<file path="src/hdl/pbc_pkg.sv">
// package for the phy basic control register set
// assumes a 16-bit word, 5-bit register index management port
package pbc_pkg;

  localparam int unsigned DATA_W = 16;
  localparam int unsigned IDX_W  = 5;

  // register indices
  localparam logic [4:0] IDX_BASIC_CONTROL    = 5'h00;
  localparam logic [4:0] IDX_BASIC_STATUS     = 5'h01;
  localparam logic [4:0] IDX_IDENTIFIER_HIGH  = 5'h02;
  localparam logic [4:0] IDX_IDENTIFIER_LOW   = 5'h03;
  localparam logic [4:0] IDX_NEG_ADVERTISE    = 5'h04;
  localparam logic [4:0] IDX_PARTNER_ABILITY  = 5'h05;
  localparam logic [4:0] IDX_NEG_EXPANSION    = 5'h06;
  localparam logic [4:0] IDX_NP_TRANSMIT      = 5'h07;
  localparam logic [4:0] IDX_NP_RECEIVE       = 5'h08;
  localparam logic [4:0] IDX_MMD_ACCESS_CTRL  = 5'h0d;
  localparam logic [4:0] IDX_MMD_ADDR_DATA    = 5'h0e;
  localparam logic [4:0] IDX_EDPD_CONFIG      = 5'h10;
  localparam logic [4:0] IDX_MODE_CTRL_STAT   = 5'h11;
  localparam logic [4:0] IDX_SPECIAL_MODES    = 5'h12;
  localparam logic [4:0] IDX_REFL_PATTERN     = 5'h18;
  localparam logic [4:0] IDX_REFL_CTRL_STAT   = 5'h19;
  localparam logic [4:0] IDX_SYMBOL_ERRORS    = 5'h1a;
  localparam logic [4:0] IDX_SPECIAL_CTRL_IND = 5'h1b;
  localparam logic [4:0] IDX_CABLE_LENGTH     = 5'h1c;
  localparam logic [4:0] IDX_IRQ_SOURCE       = 5'h1d;
  localparam logic [4:0] IDX_IRQ_MASK         = 5'h1e;
  localparam logic [4:0] IDX_SPECIAL_CTRL_ST  = 5'h1f;

  // basic control field positions
  localparam int unsigned BIT_SOFT_RESET   = 15;
  localparam int unsigned BIT_LOOP         = 14;
  localparam int unsigned BIT_RATE         = 13;
  localparam int unsigned BIT_NEG_ENABLE   = 12;
  localparam int unsigned BIT_POWER_OFF    = 11;
  localparam int unsigned BIT_NEG_RESTART  = 9;
  localparam int unsigned BIT_DUPLEX       = 8;
  localparam int unsigned BIT_COL_TEST     = 7;

  // writable bits of basic control; 10 and 6:0 are reserved
  localparam logic [15:0] CTRL_WRITE_MASK  = 16'hfb80;

  // basic status reset value (ability bits)
  localparam logic [15:0] STATUS_RESET     = 16'h7800;
  localparam logic [15:0] ZERO_WORD        = 16'h0000;

  // catch-all storage reset for the other plain registers
  localparam logic [15:0] GENERIC_RESET    = 16'h0000;

endpackage : pbc_pkg

</file>
<file path="src/hdl/pbc_reg_bank.sv">
// plain 16-bit storage for the registers other than basic control
// assumes the parent decodes the index and gives a one-cycle write strobe
`timescale 1ns/1ps
`default_nettype none
module pbc_reg_bank #(
  parameter int unsigned NUM = 32
) (
  input  wire logic                          clk,
  input  wire logic                          nrst,
  input  wire logic                          clear,
  input  wire logic                          wr_en,
  input  wire logic [pbc_pkg::IDX_W-1:0]     wr_idx,
  input  wire logic [pbc_pkg::DATA_W-1:0]    wr_data,
  input  wire logic [pbc_pkg::IDX_W-1:0]     rd_idx,
  output logic      [pbc_pkg::DATA_W-1:0]    rd_data
);
  import pbc_pkg::*;

  typedef struct packed {
    logic [NUM-1:0][DATA_W-1:0] word;
  } pbc_bank_t;

  pbc_bank_t state;
  pbc_bank_t next_state;

  // write port with soft-reset clear
  always_comb begin
    next_state = state;
    if (clear) begin
      for (int i = 0; i < NUM; i++) begin
        next_state.word[i] = GENERIC_RESET;
      end
    end else if (wr_en) begin
      next_state.word[wr_idx] = wr_data;
    end
  end

  // register the storage
  always_ff @(posedge clk) begin
    if (!nrst) begin
      state <= '0;
    end else begin
      state <= next_state;
    end
  end

  assign rd_data = state.word[rd_idx];

endmodule : pbc_reg_bank
`default_nettype wire

</file>
<file path="src/hdl/pbc_phy_regs.sv">
// management register set of one integrated phy
// assumes the management logic gives one-cycle read and write strobes with a
// register index; straps are steady while reset is held; one instance per phy
`timescale 1ns/1ps
`default_nettype none
module pbc_phy_regs (
  input  wire logic                       clk,
  input  wire logic                       nrst,
  // management access, already indexed by the host-side logic
  input  wire logic                       wr_strobe,
  input  wire logic                       rd_strobe,
  input  wire logic [pbc_pkg::IDX_W-1:0]  reg_index,
  input  wire logic [pbc_pkg::DATA_W-1:0] wr_data,
  output logic      [pbc_pkg::DATA_W-1:0] rd_data,
  output logic                            rd_valid,
  // configuration straps of this phy
  input  wire logic                       strap_negotiation,
  input  wire logic                       strap_rate,
  input  wire logic                       strap_duplex,
  input  wire logic                       strap_fiber,
  // outcome of negotiation and datapath state
  input  wire logic                       neg_done,
  input  wire logic                       neg_rate,
  input  wire logic                       neg_duplex,
  input  wire logic                       tx_active,
  input  wire logic                       line_collision,
  // control outputs to the phy core
  output logic                            loop_enable,
  output logic                            power_off_request,
  output logic                            negotiation_enable,
  output logic                            negotiation_restart,
  output logic                            eff_rate_100,
  output logic                            eff_full_duplex,
  output logic                            collision_out,
  output logic                            tx_line_enable,
  output logic                            soft_reset_pulse
);
  import pbc_pkg::*;

  typedef struct packed {
    logic        loop_enable;
    logic        rate_select;
    logic        negotiation_enable;
    logic        power_off_request;
    logic        duplex_select;
    logic        collision_test_enable;
    logic        fiber_mode;
    logic        restart_pulse;
    logic        reset_pulse;
    logic [15:0] rd_data;
    logic        rd_valid;
    logic        eff_rate;
    logic        eff_duplex;
    logic        collision;
    logic        tx_line;
  } pbc_state_t;

  pbc_state_t state;
  pbc_state_t next_state;

  logic [15:0] bank_rd;
  logic        ctrl_wr;
  logic        bank_wr;

  ////////////////////////////////////////////////////////////////////////////
  // decode helpers

  // true for indices that hold a register
  function automatic logic idx_mapped(input logic [4:0] idx);
    unique case (idx)
      IDX_BASIC_CONTROL, IDX_BASIC_STATUS, IDX_IDENTIFIER_HIGH,
      IDX_IDENTIFIER_LOW, IDX_NEG_ADVERTISE, IDX_PARTNER_ABILITY,
      IDX_NEG_EXPANSION, IDX_NP_TRANSMIT, IDX_NP_RECEIVE,
      IDX_MMD_ACCESS_CTRL, IDX_MMD_ADDR_DATA, IDX_EDPD_CONFIG,
      IDX_MODE_CTRL_STAT, IDX_SPECIAL_MODES, IDX_REFL_PATTERN,
      IDX_REFL_CTRL_STAT, IDX_SYMBOL_ERRORS, IDX_SPECIAL_CTRL_IND,
      IDX_CABLE_LENGTH, IDX_IRQ_SOURCE, IDX_IRQ_MASK,
      IDX_SPECIAL_CTRL_ST: idx_mapped = 1'b1;
      default:             idx_mapped = 1'b0;
    endcase
  endfunction : idx_mapped

  // true for plain writable storage (read-only ones never take writes)
  function automatic logic idx_writable(input logic [4:0] idx);
    unique case (idx)
      IDX_BASIC_STATUS, IDX_IDENTIFIER_HIGH, IDX_IDENTIFIER_LOW,
      IDX_PARTNER_ABILITY, IDX_SYMBOL_ERRORS,
      IDX_CABLE_LENGTH:    idx_writable = 1'b0;
      default:             idx_writable = idx_mapped(idx);
    endcase
  endfunction : idx_writable

  // basic control word as read back
  function automatic logic [15:0] ctrl_word(input pbc_state_t s);
    logic [15:0] w;
    w = ZERO_WORD;
    w[BIT_LOOP]       = s.loop_enable;
    w[BIT_RATE]       = s.rate_select;
    w[BIT_NEG_ENABLE] = s.negotiation_enable;
    w[BIT_POWER_OFF]  = s.power_off_request;
    w[BIT_DUPLEX]     = s.duplex_select;
    w[BIT_COL_TEST]   = s.collision_test_enable;
    // soft reset and restart always read zero since they self-clear
    ctrl_word = w;
  endfunction : ctrl_word

  ////////////////////////////////////////////////////////////////////////////
  // write decode

  assign ctrl_wr = wr_strobe && (reg_index == IDX_BASIC_CONTROL);
  assign bank_wr = wr_strobe && (reg_index != IDX_BASIC_CONTROL) &&
                   idx_writable(reg_index);

  // storage of the remaining registers, cleared by soft reset
  pbc_reg_bank #(
    .NUM (32)
  ) pbc_reg_bank_i (
    .clk     (clk),
    .nrst    (nrst),
    .clear   (state.reset_pulse),
    .wr_en   (bank_wr),
    .wr_idx  (reg_index),
    .wr_data (wr_data),
    .rd_idx  (reg_index),
    .rd_data (bank_rd)
  );

  ////////////////////////////////////////////////////////////////////////////
  // next state

  always_comb begin
    next_state = state;
    next_state.restart_pulse = 1'b0;
    next_state.reset_pulse   = 1'b0;
    next_state.rd_valid      = 1'b0;

    if (state.reset_pulse) begin
      // soft reset: reload strap defaults, fiber flag survives
      next_state.loop_enable           = 1'b0;
      next_state.power_off_request     = 1'b0;
      next_state.collision_test_enable = 1'b0;
      next_state.rate_select = state.fiber_mode ? 1'b1 :
                               (strap_negotiation | strap_rate);
      next_state.negotiation_enable = state.fiber_mode ? 1'b0 :
                                      strap_negotiation;
      next_state.duplex_select = state.fiber_mode ? strap_duplex :
                                 (~strap_negotiation & strap_duplex);
    end else if (ctrl_wr) begin
      // reserved bits 10 and 6:0 are not stored; the mask is only applied to loop
      next_state.loop_enable           = wr_data[BIT_LOOP] & CTRL_WRITE_MASK[BIT_LOOP];
      next_state.rate_select           = wr_data[BIT_RATE];
      next_state.negotiation_enable    = wr_data[BIT_NEG_ENABLE] &
                                         ~state.fiber_mode;
      next_state.power_off_request     = wr_data[BIT_POWER_OFF];
      next_state.duplex_select         = wr_data[BIT_DUPLEX];
      next_state.collision_test_enable = wr_data[BIT_COL_TEST];
      next_state.restart_pulse         = wr_data[BIT_NEG_RESTART] &
                                         ~state.fiber_mode;
      next_state.reset_pulse           = wr_data[BIT_SOFT_RESET];
    end

    // read return, one cycle after the strobe
    if (rd_strobe) begin
      next_state.rd_valid = 1'b1;
      if (reg_index == IDX_BASIC_CONTROL) begin
        next_state.rd_data = ctrl_word(state);
      end else if (reg_index == IDX_BASIC_STATUS) begin
        next_state.rd_data = STATUS_RESET;
      end else if (idx_mapped(reg_index)) begin
        next_state.rd_data = bank_rd;
      end else begin
        next_state.rd_data = ZERO_WORD;                    // unmapped index
      end
    end

    // negotiated result overrides manual selection
    if (state.negotiation_enable && neg_done) begin
      next_state.eff_rate   = neg_rate;
      next_state.eff_duplex = neg_duplex;
    end else begin
      next_state.eff_rate   = state.rate_select;
      next_state.eff_duplex = state.duplex_select;
    end

    // collision and transmitter gating
    if (state.collision_test_enable) begin
      next_state.collision = tx_active;
    end else if (state.loop_enable) begin
      next_state.collision = 1'b0;
    end else begin
      next_state.collision = line_collision;
    end
    next_state.tx_line = ~state.loop_enable & ~state.power_off_request;
  end

  ////////////////////////////////////////////////////////////////////////////
  // state register, straps caught while reset is held

  always_ff @(posedge clk) begin
    if (!nrst) begin
      state <= '0;
      state.fiber_mode         <= strap_fiber;
      state.rate_select        <= strap_fiber | strap_negotiation | strap_rate;
      state.negotiation_enable <= ~strap_fiber & strap_negotiation;
      state.duplex_select      <= strap_fiber ? strap_duplex :
                                  (~strap_negotiation & strap_duplex);
      state.eff_rate           <= 1'b0;
      state.tx_line            <= 1'b0;
    end else begin
      state <= next_state;
    end
  end

  ////////////////////////////////////////////////////////////////////////////
  // outputs straight from flip-flops

  assign rd_data             = state.rd_data;
  assign rd_valid            = state.rd_valid;
  assign loop_enable         = state.loop_enable;
  assign power_off_request   = state.power_off_request;
  assign negotiation_enable  = state.negotiation_enable;
  assign negotiation_restart = state.restart_pulse;
  assign eff_rate_100        = state.eff_rate;
  assign eff_full_duplex     = state.eff_duplex;
  assign collision_out       = state.collision;
  assign tx_line_enable      = state.tx_line;
  assign soft_reset_pulse    = state.reset_pulse;

endmodule : pbc_phy_regs
`default_nettype wire

</file>
<file path="config.mk">
export PLATFORM = sky130hd
export DESIGN_NAME = pbc_phy_regs
export DESIGN_NICKNAME = d
export VERILOG_FILES = /design/src/hdl/pbc_pkg.sv /design/src/hdl/pbc_reg_bank.sv /design/src/hdl/pbc_phy_regs.sv
export SDC_FILE = /design/constraint.sdc
export NUM_CORES = 1
export LEC_CHECK = 0
export ABC_CLOCK_PERIOD_IN_PS = 3400
export BUFFER_PORTS_ARGS = -buffer_cell sky130_fd_sc_hd__clkbuf_2
export CORE_UTILIZATION = 60
export CTS_BUF_LIST = sky130_fd_sc_hd__clkbuf_16
export DETAILED_ROUTE_END_ITERATION = 8
export PLACE_DENSITY = 0.77
export REMOVE_ABC_BUFFERS = 1
export SYNTH_ARGS = -nofsm -noshare
export SYNTH_HDL_FRONTEND = slang
export SYNTH_SLANG_ARGS = --single-unit
</file>
<file path="constraint.sdc">
create_clock -name clk -period 3.4 [get_ports clk]
set_input_delay 0.34 -clock clk [delete_from_list [all_inputs] [get_ports clk]]
set_output_delay 0.34 -clock clk [all_outputs]
set_load 0.01 [all_outputs]
</file>
### Word level (Yosys, flattened, before mapping)

Memory sizes are Yosys's and may differ from the RTL's.
Index checks and enable logic that the tools add are counted.

| operators by class | value |
|---|---|
| $lt $le $gt $ge | 2 |
| bitwise operators | 15 |
| equal/unequal tests | 7 |
| multiplexer cells | 25 |
| reductions and logical operators | 10 |

Operators with widths:

| operator | number |
|---|---|
| 512-bit bitwise mux | 1 |
| 16-bit binary-select mux with 5-bit select | 1 |
| 16-bit demux with 5-bit select | 1 |
| 16-bit two-way mux | 5 |
| 29-bit two-way mux | 1 |
| 17-bit two-way mux | 1 |
| 5-bit by 2-bit == test with 1-bit output (second input constant) | 2 |
| 5-bit == test (second input constant) | 2 |
| 1-bit two-way mux | 10 |
| 5-bit two-way mux | 2 |
| 1-bit NOT | 7 |
| 5-bit by 6-bit less-than comparator with 1-bit output (second input constant) | 1 |
| 2-bit two-way mux | 3 |
| 6-bit OR reduction | 1 |
| 1-bit bitwise AND | 5 |
| 5-bit by 1-bit == test with 1-bit output (second input constant) | 1 |
| 5-bit by 3-bit == test with 1-bit output (second input constant) | 1 |
| 5-bit by 1-bit greater-or-equal comparator with 1-bit output (second input constant) | 1 |
| 1-bit logical AND | 5 |
| 5-bit logical NOT | 1 |
| 5-bit nonzero test | 1 |
| 3-bit by 1-bit != test with 1-bit output (second input constant) | 1 |
| 1-bit OR | 3 |
| 3-bit OR reduction | 1 |
| 2-bit OR reduction | 1 |

| word-level totals | value |
|---|---|
| memories kept | 2 |
| output and inout bits | 26 |
| memory bits (read-only) | 64 |
| input port bits | 34 |
| word-level logic and storage cells | 108 |
| flip-flop bits (word level) | 542 |

Memories:

| memory | words | bits a word | rd ports | clocked after memory_dff | wr ports | RTL line | RTL |
|---|---|---|---|---|---|---|---|
| (name not given) | 32 | 1 | 1 | 0 | 0 | pbc_phy_regs.sv:70 | `unique case (idx)` |
| (name not given) | 32 | 1 | 1 | 0 | 0 | pbc_phy_regs.sv:70 |  |

### Longest topological paths before layout

Gate-level depths: netlist (run 1).

| logic depth | value |
|---|---|
| depth after elaboration | 9 |
| depth in mapped cells | 16 |
| mapped depth without buffers | 7 |

### Cells and area by module

From an unflattened synthesis (run 1), not the netlist that was laid out.

| unflattened totals | value |
|---|---|
| cells, all modules | 3022 |
| area total of the unflattened synthesis | 24626.1 um^2 |

Modules (own cells, without submodules):

| module | cells each | area an instance (um^2) | seq. area each (um^2) | times used |
|---|---|---|---|---|
| pbc_reg_bank | 2850 | 23045.9 | 10249.8 | 1 |
| pbc_phy_regs | 172 | 1580.3 | 640.6 | 1 |

### Least setup slack after synthesis (run 1)

OpenSTA, ideal clock, no wires.

| timing path | value |
|---|---|
| path type | input -> register |
| from | in reg_index[1] (netlist name) |
| to | reg pbc_reg_bank_i.state[469] (netlist name) |
| stages on the path | 15 |
| path slack | 0.357 ns |
| setup time | 0.128 ns |
| arrival | 2.916 ns |
| data required time | 3.272 ns |
| buffers on the path | 8 |
| cell sequence | clkbuf_1 buf_2 buf_2 buf_2 inv_1 ha_1 buf_6 nor2b_4 buf_6 o21ai_2 buf_4 nand4_2 buf_4 mux2i_1 nor2_1 |

| on the way | value |
|---|---|
| longest elaborated chain between the ends | 5 |
| elaborated cells on any way between the ends | 18 |
| those cells by class | order compare: 2; eq/ne: 6; mux: 4; reduce/logical: 5; memory: 1 |

RTL lines:

| item | RTL line | RTL |
|---|---|---|
| start, declared | pbc_phy_regs.sv:12 | `input wire logic [pbc_pkg::IDX_W-1:0] reg_index,` |
| 5-bit by 6-bit less-than comparator with 1-bit output (implied by the code) or 5-bit by 1-bit greater-or-equal comparator with 1-bit output (tied branches) | pbc_reg_bank.sv:34 | `next_state.word[wr_idx] = wr_data;` |
| 1-bit logical AND (implied by the code) | pbc_reg_bank.sv:34 |  |
| 16-bit two-way mux (implied by the code) | pbc_reg_bank.sv:34 |  |
| 16-bit demux with 5-bit select | - |  |
| 512-bit bitwise mux | pbc_reg_bank.sv:34 |  |
| end signal, assigned | pbc_reg_bank.sv:43 | `state <= next_state;` |
| end, declared | pbc_reg_bank.sv:23 | `pbc_bank_t state;` |

Parallel ways exist; a longest one is shown, timed or not.
A chain may end at the register's enable or synchronous reset.

### Worst setup path after layout (run 1)

| timing path | value |
|---|---|
| from | in reg_index[2] (netlist name) |
| to | reg pbc_reg_bank_i.state[126] (netlist name) |

Same word-level chain as after synthesis.

==> results of run 1 <==
-- worst max-delay path, delay by kind of cell --
family                 cells  cell delay [ns]
and+or+nand+nor            3             0.85
muxes                      1             0.19
buffers and inverters      3             0.98
AOI/OAI and AO/OA          1             0.59
-- state kept, by name, summed over array words and instances, names as in the netlist --
register / count
loop_enable: 1
state: 3
next_state: 1
eff_full_duplex: 1
negotiation_enable: 1
tx_line_enable: 1
collision_out: 1
pbc_reg_bank_i.state: 512
negotiation_restart: 1
eff_rate_100: 1
soft_reset_pulse: 1
power_off_request: 1
rd_valid: 1
rd_data: 16
-- final cells by class --
type	instances	area, sq um	share of cell area
flip-flops and latches	542	10900	0.438
multi-input cells	1540	10700	0.429
clock buffers	55	1380	0.0554
repair buffers	133	1040	0.0417
well taps	504	631	0.0254
clock inverters	44	233	0.00936
inverters	11	41.3	0.00166
-- routing by layer --
metal	track usage	routed length [um]
met4	0.137	2490
met2	0.513	28600
met3	0.0661	6830
met5	0	0
met1	0.458	26600
-- through the flow --
| step | setup slack (ns) | util | instance area [sq um] |
|---|---|---|---|
| 2_1_floorplan | -3.05 | - | 21600 |
| 3_3_place_gp | 0.492 | 0.628 | 23200 |
| 3_5_place_dp | 0.433 | 0.628 | 23200 |
| 4_1_cts | 1.01 | 0.673 | 24900 |
| 5_1_grt | 0.810 | 0.673 | 24900 |
| 6_report | 0.888 | 0.673 | 24900 |
-- placed cells by master, fill, tap and decap left out, types with 3 or more instances in the layout --
cell	instances
sky130_fd_sc_hd__mux2_2	4
sky130_fd_sc_hd__nor4_1	13
sky130_fd_sc_hd__nand3_1	127
sky130_fd_sc_hd__mux4_2	52
sky130_fd_sc_hd__clkinv_1	13
sky130_fd_sc_hd__nand4bb_1	5
sky130_fd_sc_hd__a31oi_1	3
sky130_fd_sc_hd__clkinvlp_4	3
sky130_fd_sc_hd__nor2_1	166
sky130_fd_sc_hd__nand4b_1	4
sky130_fd_sc_hd__o21a_1	5
sky130_fd_sc_hd__nor2b_1	4
sky130_fd_sc_hd__nor3_1	4
sky130_fd_sc_hd__buf_12	13
sky130_fd_sc_hd__and2_1	178
sky130_fd_sc_hd__clkbuf_16	55
sky130_fd_sc_hd__a21oi_1	178
sky130_fd_sc_hd__o211ai_1	4
sky130_fd_sc_hd__dlygate4sd3_1	4
sky130_fd_sc_hd__nand2_1	174
sky130_fd_sc_hd__mux2i_1	332
sky130_fd_sc_hd__o22ai_1	73
sky130_fd_sc_hd__inv_1	24
sky130_fd_sc_hd__edfxtp_1	4
sky130_fd_sc_hd__a2bb2oi_1	6
sky130_fd_sc_hd__a221oi_1	6
sky130_fd_sc_hd__buf_4	58
sky130_fd_sc_hd__nand4_2	10
sky130_fd_sc_hd__o21ai_0	125
sky130_fd_sc_hd__clkbuf_2	57
sky130_fd_sc_hd__dfxtp_1	538
sky130_fd_sc_hd__clkinv_2	10
sky130_fd_sc_hd__a22oi_1	17
sky130_fd_sc_hd__ha_1	5
sky130_fd_sc_hd__a21o_1	3
-- final timing paths --
path,slack (ns),end
hold reg to reg,0.45,pbc_reg_bank_i.state[151]
setup / recovery,0.89,pbc_reg_bank_i.state[126]
hold / removal,0.02,eff_rate_100
setup reg to reg,1.50,pbc_reg_bank_i.state[467]
-- cells by family (layout without fill, tap and decap cells) --
family	after synthesis	in the layout
AOI/OAI and AO/OA	433	433
muxes	388	388
adders and majority gates	5	5
DFF	542	542
buffers and inverters	248	243
and+or+nand+nor	714	714
-- power by group through the flow --
stage	combinational (mW)	sequential, mW	clock [mW]
after floorplan	0.300	6.54	0
after global placement	0.704	6.55	0
after detailed placement	0.716	6.55	0
after CTS	0.722	6.41	5.54
after global routing	0.770	6.41	5.79
final	0.744	6.41	5.51
-- Yosys cell counts, types with 5 or more instances --
cell / number
sky130_fd_sc_hd__dfxtp_1: 538
sky130_fd_sc_hd__nor4_1: 13
sky130_fd_sc_hd__o21a_1: 5
sky130_fd_sc_hd__inv_1: 11
sky130_fd_sc_hd__mux4_2: 52
sky130_fd_sc_hd__nand3_1: 127
sky130_fd_sc_hd__o22ai_1: 73
sky130_fd_sc_hd__nand4bb_1: 5
sky130_fd_sc_hd__a2bb2oi_1: 6
sky130_fd_sc_hd__nor2_1: 167
sky130_fd_sc_hd__buf_4: 28
sky130_fd_sc_hd__ha_1: 5
sky130_fd_sc_hd__a21oi_1: 178
sky130_fd_sc_hd__clkbuf_1: 134
sky130_fd_sc_hd__and2_1: 178
sky130_fd_sc_hd__mux2i_1: 332
sky130_fd_sc_hd__buf_6: 9
sky130_fd_sc_hd__a221oi_1: 6
sky130_fd_sc_hd__nand2_1: 174
sky130_fd_sc_hd__buf_1: 14
sky130_fd_sc_hd__o21ai_0: 125
sky130_fd_sc_hd__buf_2: 50
sky130_fd_sc_hd__nand4_2: 10
sky130_fd_sc_hd__a22oi_1: 17
-- timing repair --
action,in CTS,in global routing
setup buffers,0,0
endpoints found under the hold margin,3,0
hold buffers,4,0
==> flow_summary.yaml, run 1 <==
hold_path:
  hold_path_class: "in -> reg"
  hp-start: "neg_rate"
  timing.hold.worst_path_depth: 3
grt:
  grt_pass1_wl_um: 99600
  initial_antenna_violation_count: 0
  grt_max_degree: 91
  first_global_vias: 17400
  global_route.overflow_total: 0
  global_route.usage.total: 0.333
worst_setup_path:
  critPathLaunchType: "primary input"
  worst-r2r-cell-count: 3
  timing.critical_path.arrival_ns: 2.96
  crit-reg2reg-launch: "soft_reset_pulse"
  worst_path_most_repeated_cell: "sky130_fd_sc_hd__buf_4"
  worst-setup-path-type: "in -> reg"
  startpoint: "reg_index[2]"
  critical-path-max-stage-delay_ns: 0.59
  critical_path.endpoint_type: "flip-flop"
  timing.critical_path.cells: "clkbuf_2 > and3_1 > a21boi_2 > buf_4 > nand4_2 > buf_4 > mux2i_1 > nor2_1"
  critical_path.max_fanout: 23
  cp.required_ns: 3.85
  critPathSlowestCell: "sky130_fd_sc_hd__a21boi_2"
yosys:
  async_reset_ff_frac: 0
  yosysWarningCount: 0
  post_synth_xor_area_fraction: 0
  netlist.top_cell.by_area: "sky130_fd_sc_hd__dfxtp_1"
  synthesized_area_fraction_occupied_by_ao_oa_aoi_and_oai_cells: 0.107
  synth_cell_type_count: 63
  syn-cell-area_sq_mm: 0.0227
  synth_seq_cells: 542
  synth_edf_count: 4
  netlist_instances: 2330
  ys_seq_area_frac: 0.480
  muxShareOfSynthArea: 0.200
  ys_top_cells_by_area: "sky130_fd_sc_hd__dfxtp_1 47%, sky130_fd_sc_hd__mux2i_1 15%, sky130_fd_sc_hd__mux4_2 5.2%"
  largest_family_of_logic_cells_by_synthesized_area: "multiplexers"
  synth_largest_type_area_fraction: 0.474
  syn-mean-instance-area_sq_um: 9.74
  synth_simple_gate_area_frac: 0.159
  synth_ff_type: "sky130_fd_sc_hd__dfxtp_1"
  synthAdderAreaFrac: 0.00276
clock_tree:
  clk-insertion-delay-late_ns: 0.61
  clock_sinks: 542
  cts.clk_slew.worst_paths_ns: 0.06
  cts-resized-gates: 0
  cts_root_buf: "sky130_fd_sc_hd__clkbuf_16"
  htreeDepth: 2
  clock_tree.buffer_depth: 3
  cts_buffers: 53
  tritoncts: "built"
detailed_routing:
  detail_route.wirelength_um: 64600
  routedWlPerCell_um: 22.8
  via_count: 17900
  route.detailed.vias_per_inst: 6.33
  remaining_drc_errors: 0
  firstDrtPassIters: 6
  antenna_left: 0
  initialDrtViolationCount: 2201
sta:
  max_clock_freq_mhz: 398
  timing_worst_slew_pin_value_ns: 1.00
  rsz_0062_raised_after_global_routing: "no"
  post_route_fraction_of_the_period_consumed_by_the_critical_path: 0.739
  fin_worst_hold_slack_ns: 0.0240
  fin_tns_setup_ns: 0
  finalWorstPathRequiredPeriod_ns: 2.51
  number_of_hold_violations_in_the_final_report: 0
  setup_viol_count_final: 0
  finalMaxSlewViolations: 0
  finalClockSkew_ns: 0.0147
  maxSlewHeadroom: 0.333
placement:
  io_buffer_count: 59
  dpl.cell_count: 2726
  dp_hpwl_um: 40000
  gp_routability_congestion: 0.920
outcome:
  outcome: "finished clean"
layout:
  share_of_layout_cells_above_drive_strength_1: 0.122
  nFillCells: 2909
  final_net_count: 2320
  diodes_inserted: 0
  layout-area-overhead-vs-synth_pct: 9.54
  finish.cell_count_without_fillers: 2829
floorplanning:
  placement_rows: 70
  die_height_um: 197
  floorplan.initialDensity: 0.614
  chipWidth_um: 197
  dieArea_sq_mm: 0.0386
  ioPinCount: 60
  core-area_sq_mm: 0.0370
power:
  net-switching-power_mw: 3.07
  peakVddDrop_mv: 0.442
  power.switching_fraction: 0.243
  p_seq_frac: 0.506
  p_int_mw: 9.59
  clock_power_share: 0.435
  pwr_dens_mw_per_mm2: 509
  power.share.combinational: 0.059
  power.leakage_nw: 10.3
  total_power_mw: 12.7
run:
  maxCapViolations: 0
No activity file was read; power rests on OpenSTA's default activity.
==> inputs of run 2 (changes only) <==
--- a/config.mk
+++ b/config.mk
@@ -5,12 +5,12 @@
 export SDC_FILE = /design/constraint.sdc
 export NUM_CORES = 1
 export LEC_CHECK = 0
-export ABC_CLOCK_PERIOD_IN_PS = 3400
+export ABC_CLOCK_PERIOD_IN_PS = 2300
 export BUFFER_PORTS_ARGS = -buffer_cell sky130_fd_sc_hd__clkbuf_2
-export CORE_UTILIZATION = 60
+export CORE_UTILIZATION = 56
 export CTS_BUF_LIST = sky130_fd_sc_hd__clkbuf_16
 export DETAILED_ROUTE_END_ITERATION = 8
-export PLACE_DENSITY = 0.77
+export PLACE_DENSITY = 0.76
 export REMOVE_ABC_BUFFERS = 1
 export SYNTH_ARGS = -nofsm -noshare
 export SYNTH_HDL_FRONTEND = slang
==> constraint.sdc (replaced) <==
create_clock -name clk -period 2.3 [get_ports clk]
set_input_delay 0.23 -clock clk [delete_from_list [all_inputs] [get_ports clk]]
set_output_delay 0.23 -clock clk [all_outputs]
set_load 0.01 [all_outputs]
==> run 2 against run 1 <==
Global-route usage down 2.1 points. Via count increased by 0.98%. Utilization is 2.2 points lower. Non-clock buffer count up 84. Count of clock-buffer cells in the layout unchanged. Clock power rose by 58%. Sequential share of layout area shrank 1.8 points. Largest cell class unchanged. Largest power group unchanged.
==> flow_summary.yaml, run 2 (synthesized netlist as in run 1, its figures left out) <==
hold_path:
  hp-start: "strap_rate"
  hold_path_class: "in -> reg"
worst_setup_path:
  timing.critical_path.cells: "nand3_1 > dlygate4sd3_1 > a21oi_1 > dlygate4sd3_1"
  critical-path-max-stage-delay_ns: 0.59
  timing.critical_path.arrival_ns: 2.51
  critical_path.endpoint_type: "flip-flop"
  cp.required_ns: 2.84
  critPathSlowestCell: "sky130_fd_sc_hd__dlygate4sd3_1"
  critPathLaunchType: "flip-flop"
  worst-setup-path-type: "reg -> reg"
  worst_path_most_repeated_cell: "sky130_fd_sc_hd__dlygate4sd3_1"
  critical_path.max_fanout: 6
  startpoint: "negotiation_enable"
  crit-reg2reg-launch: "negotiation_enable"
floorplanning:
  placement_rows: 73
  chipWidth_um: 203
  dieArea_sq_mm: 0.0413
  core-area_sq_mm: 0.0398
  ioPinCount: 60
  floorplan.initialDensity: 0.570
  die_height_um: 203
placement:
  gp_routability_congestion: 0.932
  io_buffer_count: 59
  placedInstanceArea_sq_mm: 0.0241
  dp_hpwl_um: 42100
  dp_worst_slack_ns: 0.00438
sta:
  timing_worst_slew_pin_value_ns: 0.747
  fin_tns_setup_ns: 0
  number_of_hold_violations_in_the_final_report: 0
  finalClockSkew_ns: 0.0283
  rsz_0062_raised_after_global_routing: "no"
  setup_slack_ns: 0.331
  finalWorstPathRequiredPeriod_ns: 1.97
  setup_viol_count_final: 0
  max_clock_freq_mhz: 508
  finalMaxSlewViolations: 0
  maxSlewHeadroom: 0.501
  post_route_fraction_of_the_period_consumed_by_the_critical_path: 0.856
outcome:
  outcome: "finished clean"
clock_tree:
  clock_sinks: 542
  tritoncts: "built"
  cts_buffers: 53
  cts_root_buf: "sky130_fd_sc_hd__clkbuf_16"
  clk-insertion-delay-late_ns: 0.62
  post-cts-setup-buffer-count: 0
  clock_tree.buffer_depth: 3
  cts-resized-gates: 0
  cts.clk_slew.worst_paths_ns: 0.06
  htreeDepth: 2
layout:
  regMostFlops: "pbc_reg_bank_i.state"
  layout.cells.most_common_list: "538 x sky130_fd_sc_hd__dfxtp_1, 332 x sky130_fd_sc_hd__mux2i_1, 178 x sky130_fd_sc_hd__and2_1, 178 x sky130_fd_sc_hd__a21oi_1, 174 x sky130_fd_sc_hd__nand2_1"
  layout-area-overhead-vs-synth_pct: 14.2
  final_net_count: 2404
  most_common_cell_after_layout_fill_and_taps_aside: "sky130_fd_sc_hd__dfxtp_1"
  nFillCells: 3074
  layout.cell_area.non_filler_sq_mm: 0.0259
  share_of_layout_cells_above_drive_strength_1: 0.151
  largest_register_ffs: 512
detailed_routing:
  via_count: 18100
  met2_wirelength_um: 28500
  detail_route.wirelength_um: 64300
  remaining_drc_errors: 0
  initialDrtViolationCount: 2063
  route.detailed.vias_per_inst: 6.17
  m1WireLength_um: 27000
  wl_met3_um: 6530
  firstDrtPassIters: 6
  routed.top_layer: "met5"
  routedWlPerCell_um: 21.9
  antenna_left: 0
power:
  total_power_mw: 19.4
  peakVddDrop_mv: 0.593
  pwr_dens_mw_per_mm2: 747
  power.leakage_nw: 10.9
grt:
  initial_antenna_violation_count: 2
  first_global_vias: 17800
  global_route.overflow_total: 0
  global_route.usage.total: 0.312
  grt_pass1_wl_um: 101000
  grt_max_degree: 113
run:
  maxCapViolations: 0
run 2: worst max-delay path, delay by kind of cell, from the launching register on:
kind                   cells  cell delay [ns]
buffers and inverters      2             1.15
and+or+nand+nor            1             0.11
DFF                        1             0.52
AOI/OAI and AO/OA          1             0.12
run 2: stage by stage:
stage                     std cells  hold slack [ns]   util
after floorplan                2093            0.329      -
after global placement         2824            0.436  0.605
after detailed placement       2824            0.439  0.605
after CTS                      2930           0.0230  0.651
after global routing           2930           0.0481  0.651
final                          2931           0.0483  0.651
run 2: power breakdown:
part | switching [mW] | internal, mW | leakage, nW | total [mW]
Combinational | 0.809 | 0.397 | 5.61 | 1.21
Sequential | 0.0291 | 9.44 | 4.38 | 9.47
Clock | 3.70 | 4.98 | 0.883 | 8.69
run 2: path summary, 6_finish.rpt:
kind,endpoint,slack [ns],cells past startpoint
max,eff_rate_100,0.33,4
min,state[28],0.05,3
max reg2reg,eff_rate_100,0.33,4
min reg2reg,pbc_reg_bank_i.state[154],0.45,2
run 2: area by class of cell:
cell class / instances / area, sq um / share of cell area
inverter: 11 / 41.3 / 0.00159
sequential: 542 / 10900 / 0.420
tap: 525 / 657 / 0.0253
clock buffer: 55 / 1380 / 0.0531
clock inverter: 40 / 342 / 0.0132
multi-input combinational: 1540 / 10700 / 0.411
antenna: 1 / 2.50 / 0.0000965
timing repair buffer: 217 / 1960 / 0.0756
run 2: routing by layer:
| layer | vias to the layer above | global-route usage |
|---|---|---|
| met1 | 8749 | 0.424 |
| met3 | 165 | 0.0724 |
| li1 | 8236 | - |
| met5 | - | 0 |
| met4 | 2 | 0.133 |
| met2 | 924 | 0.475 |
run 2: timing repair:
action	in CTS	in global routing
hold endpoints to repair	6	0
hold buffers	11	0
endpoints found under the setup margin	0	0
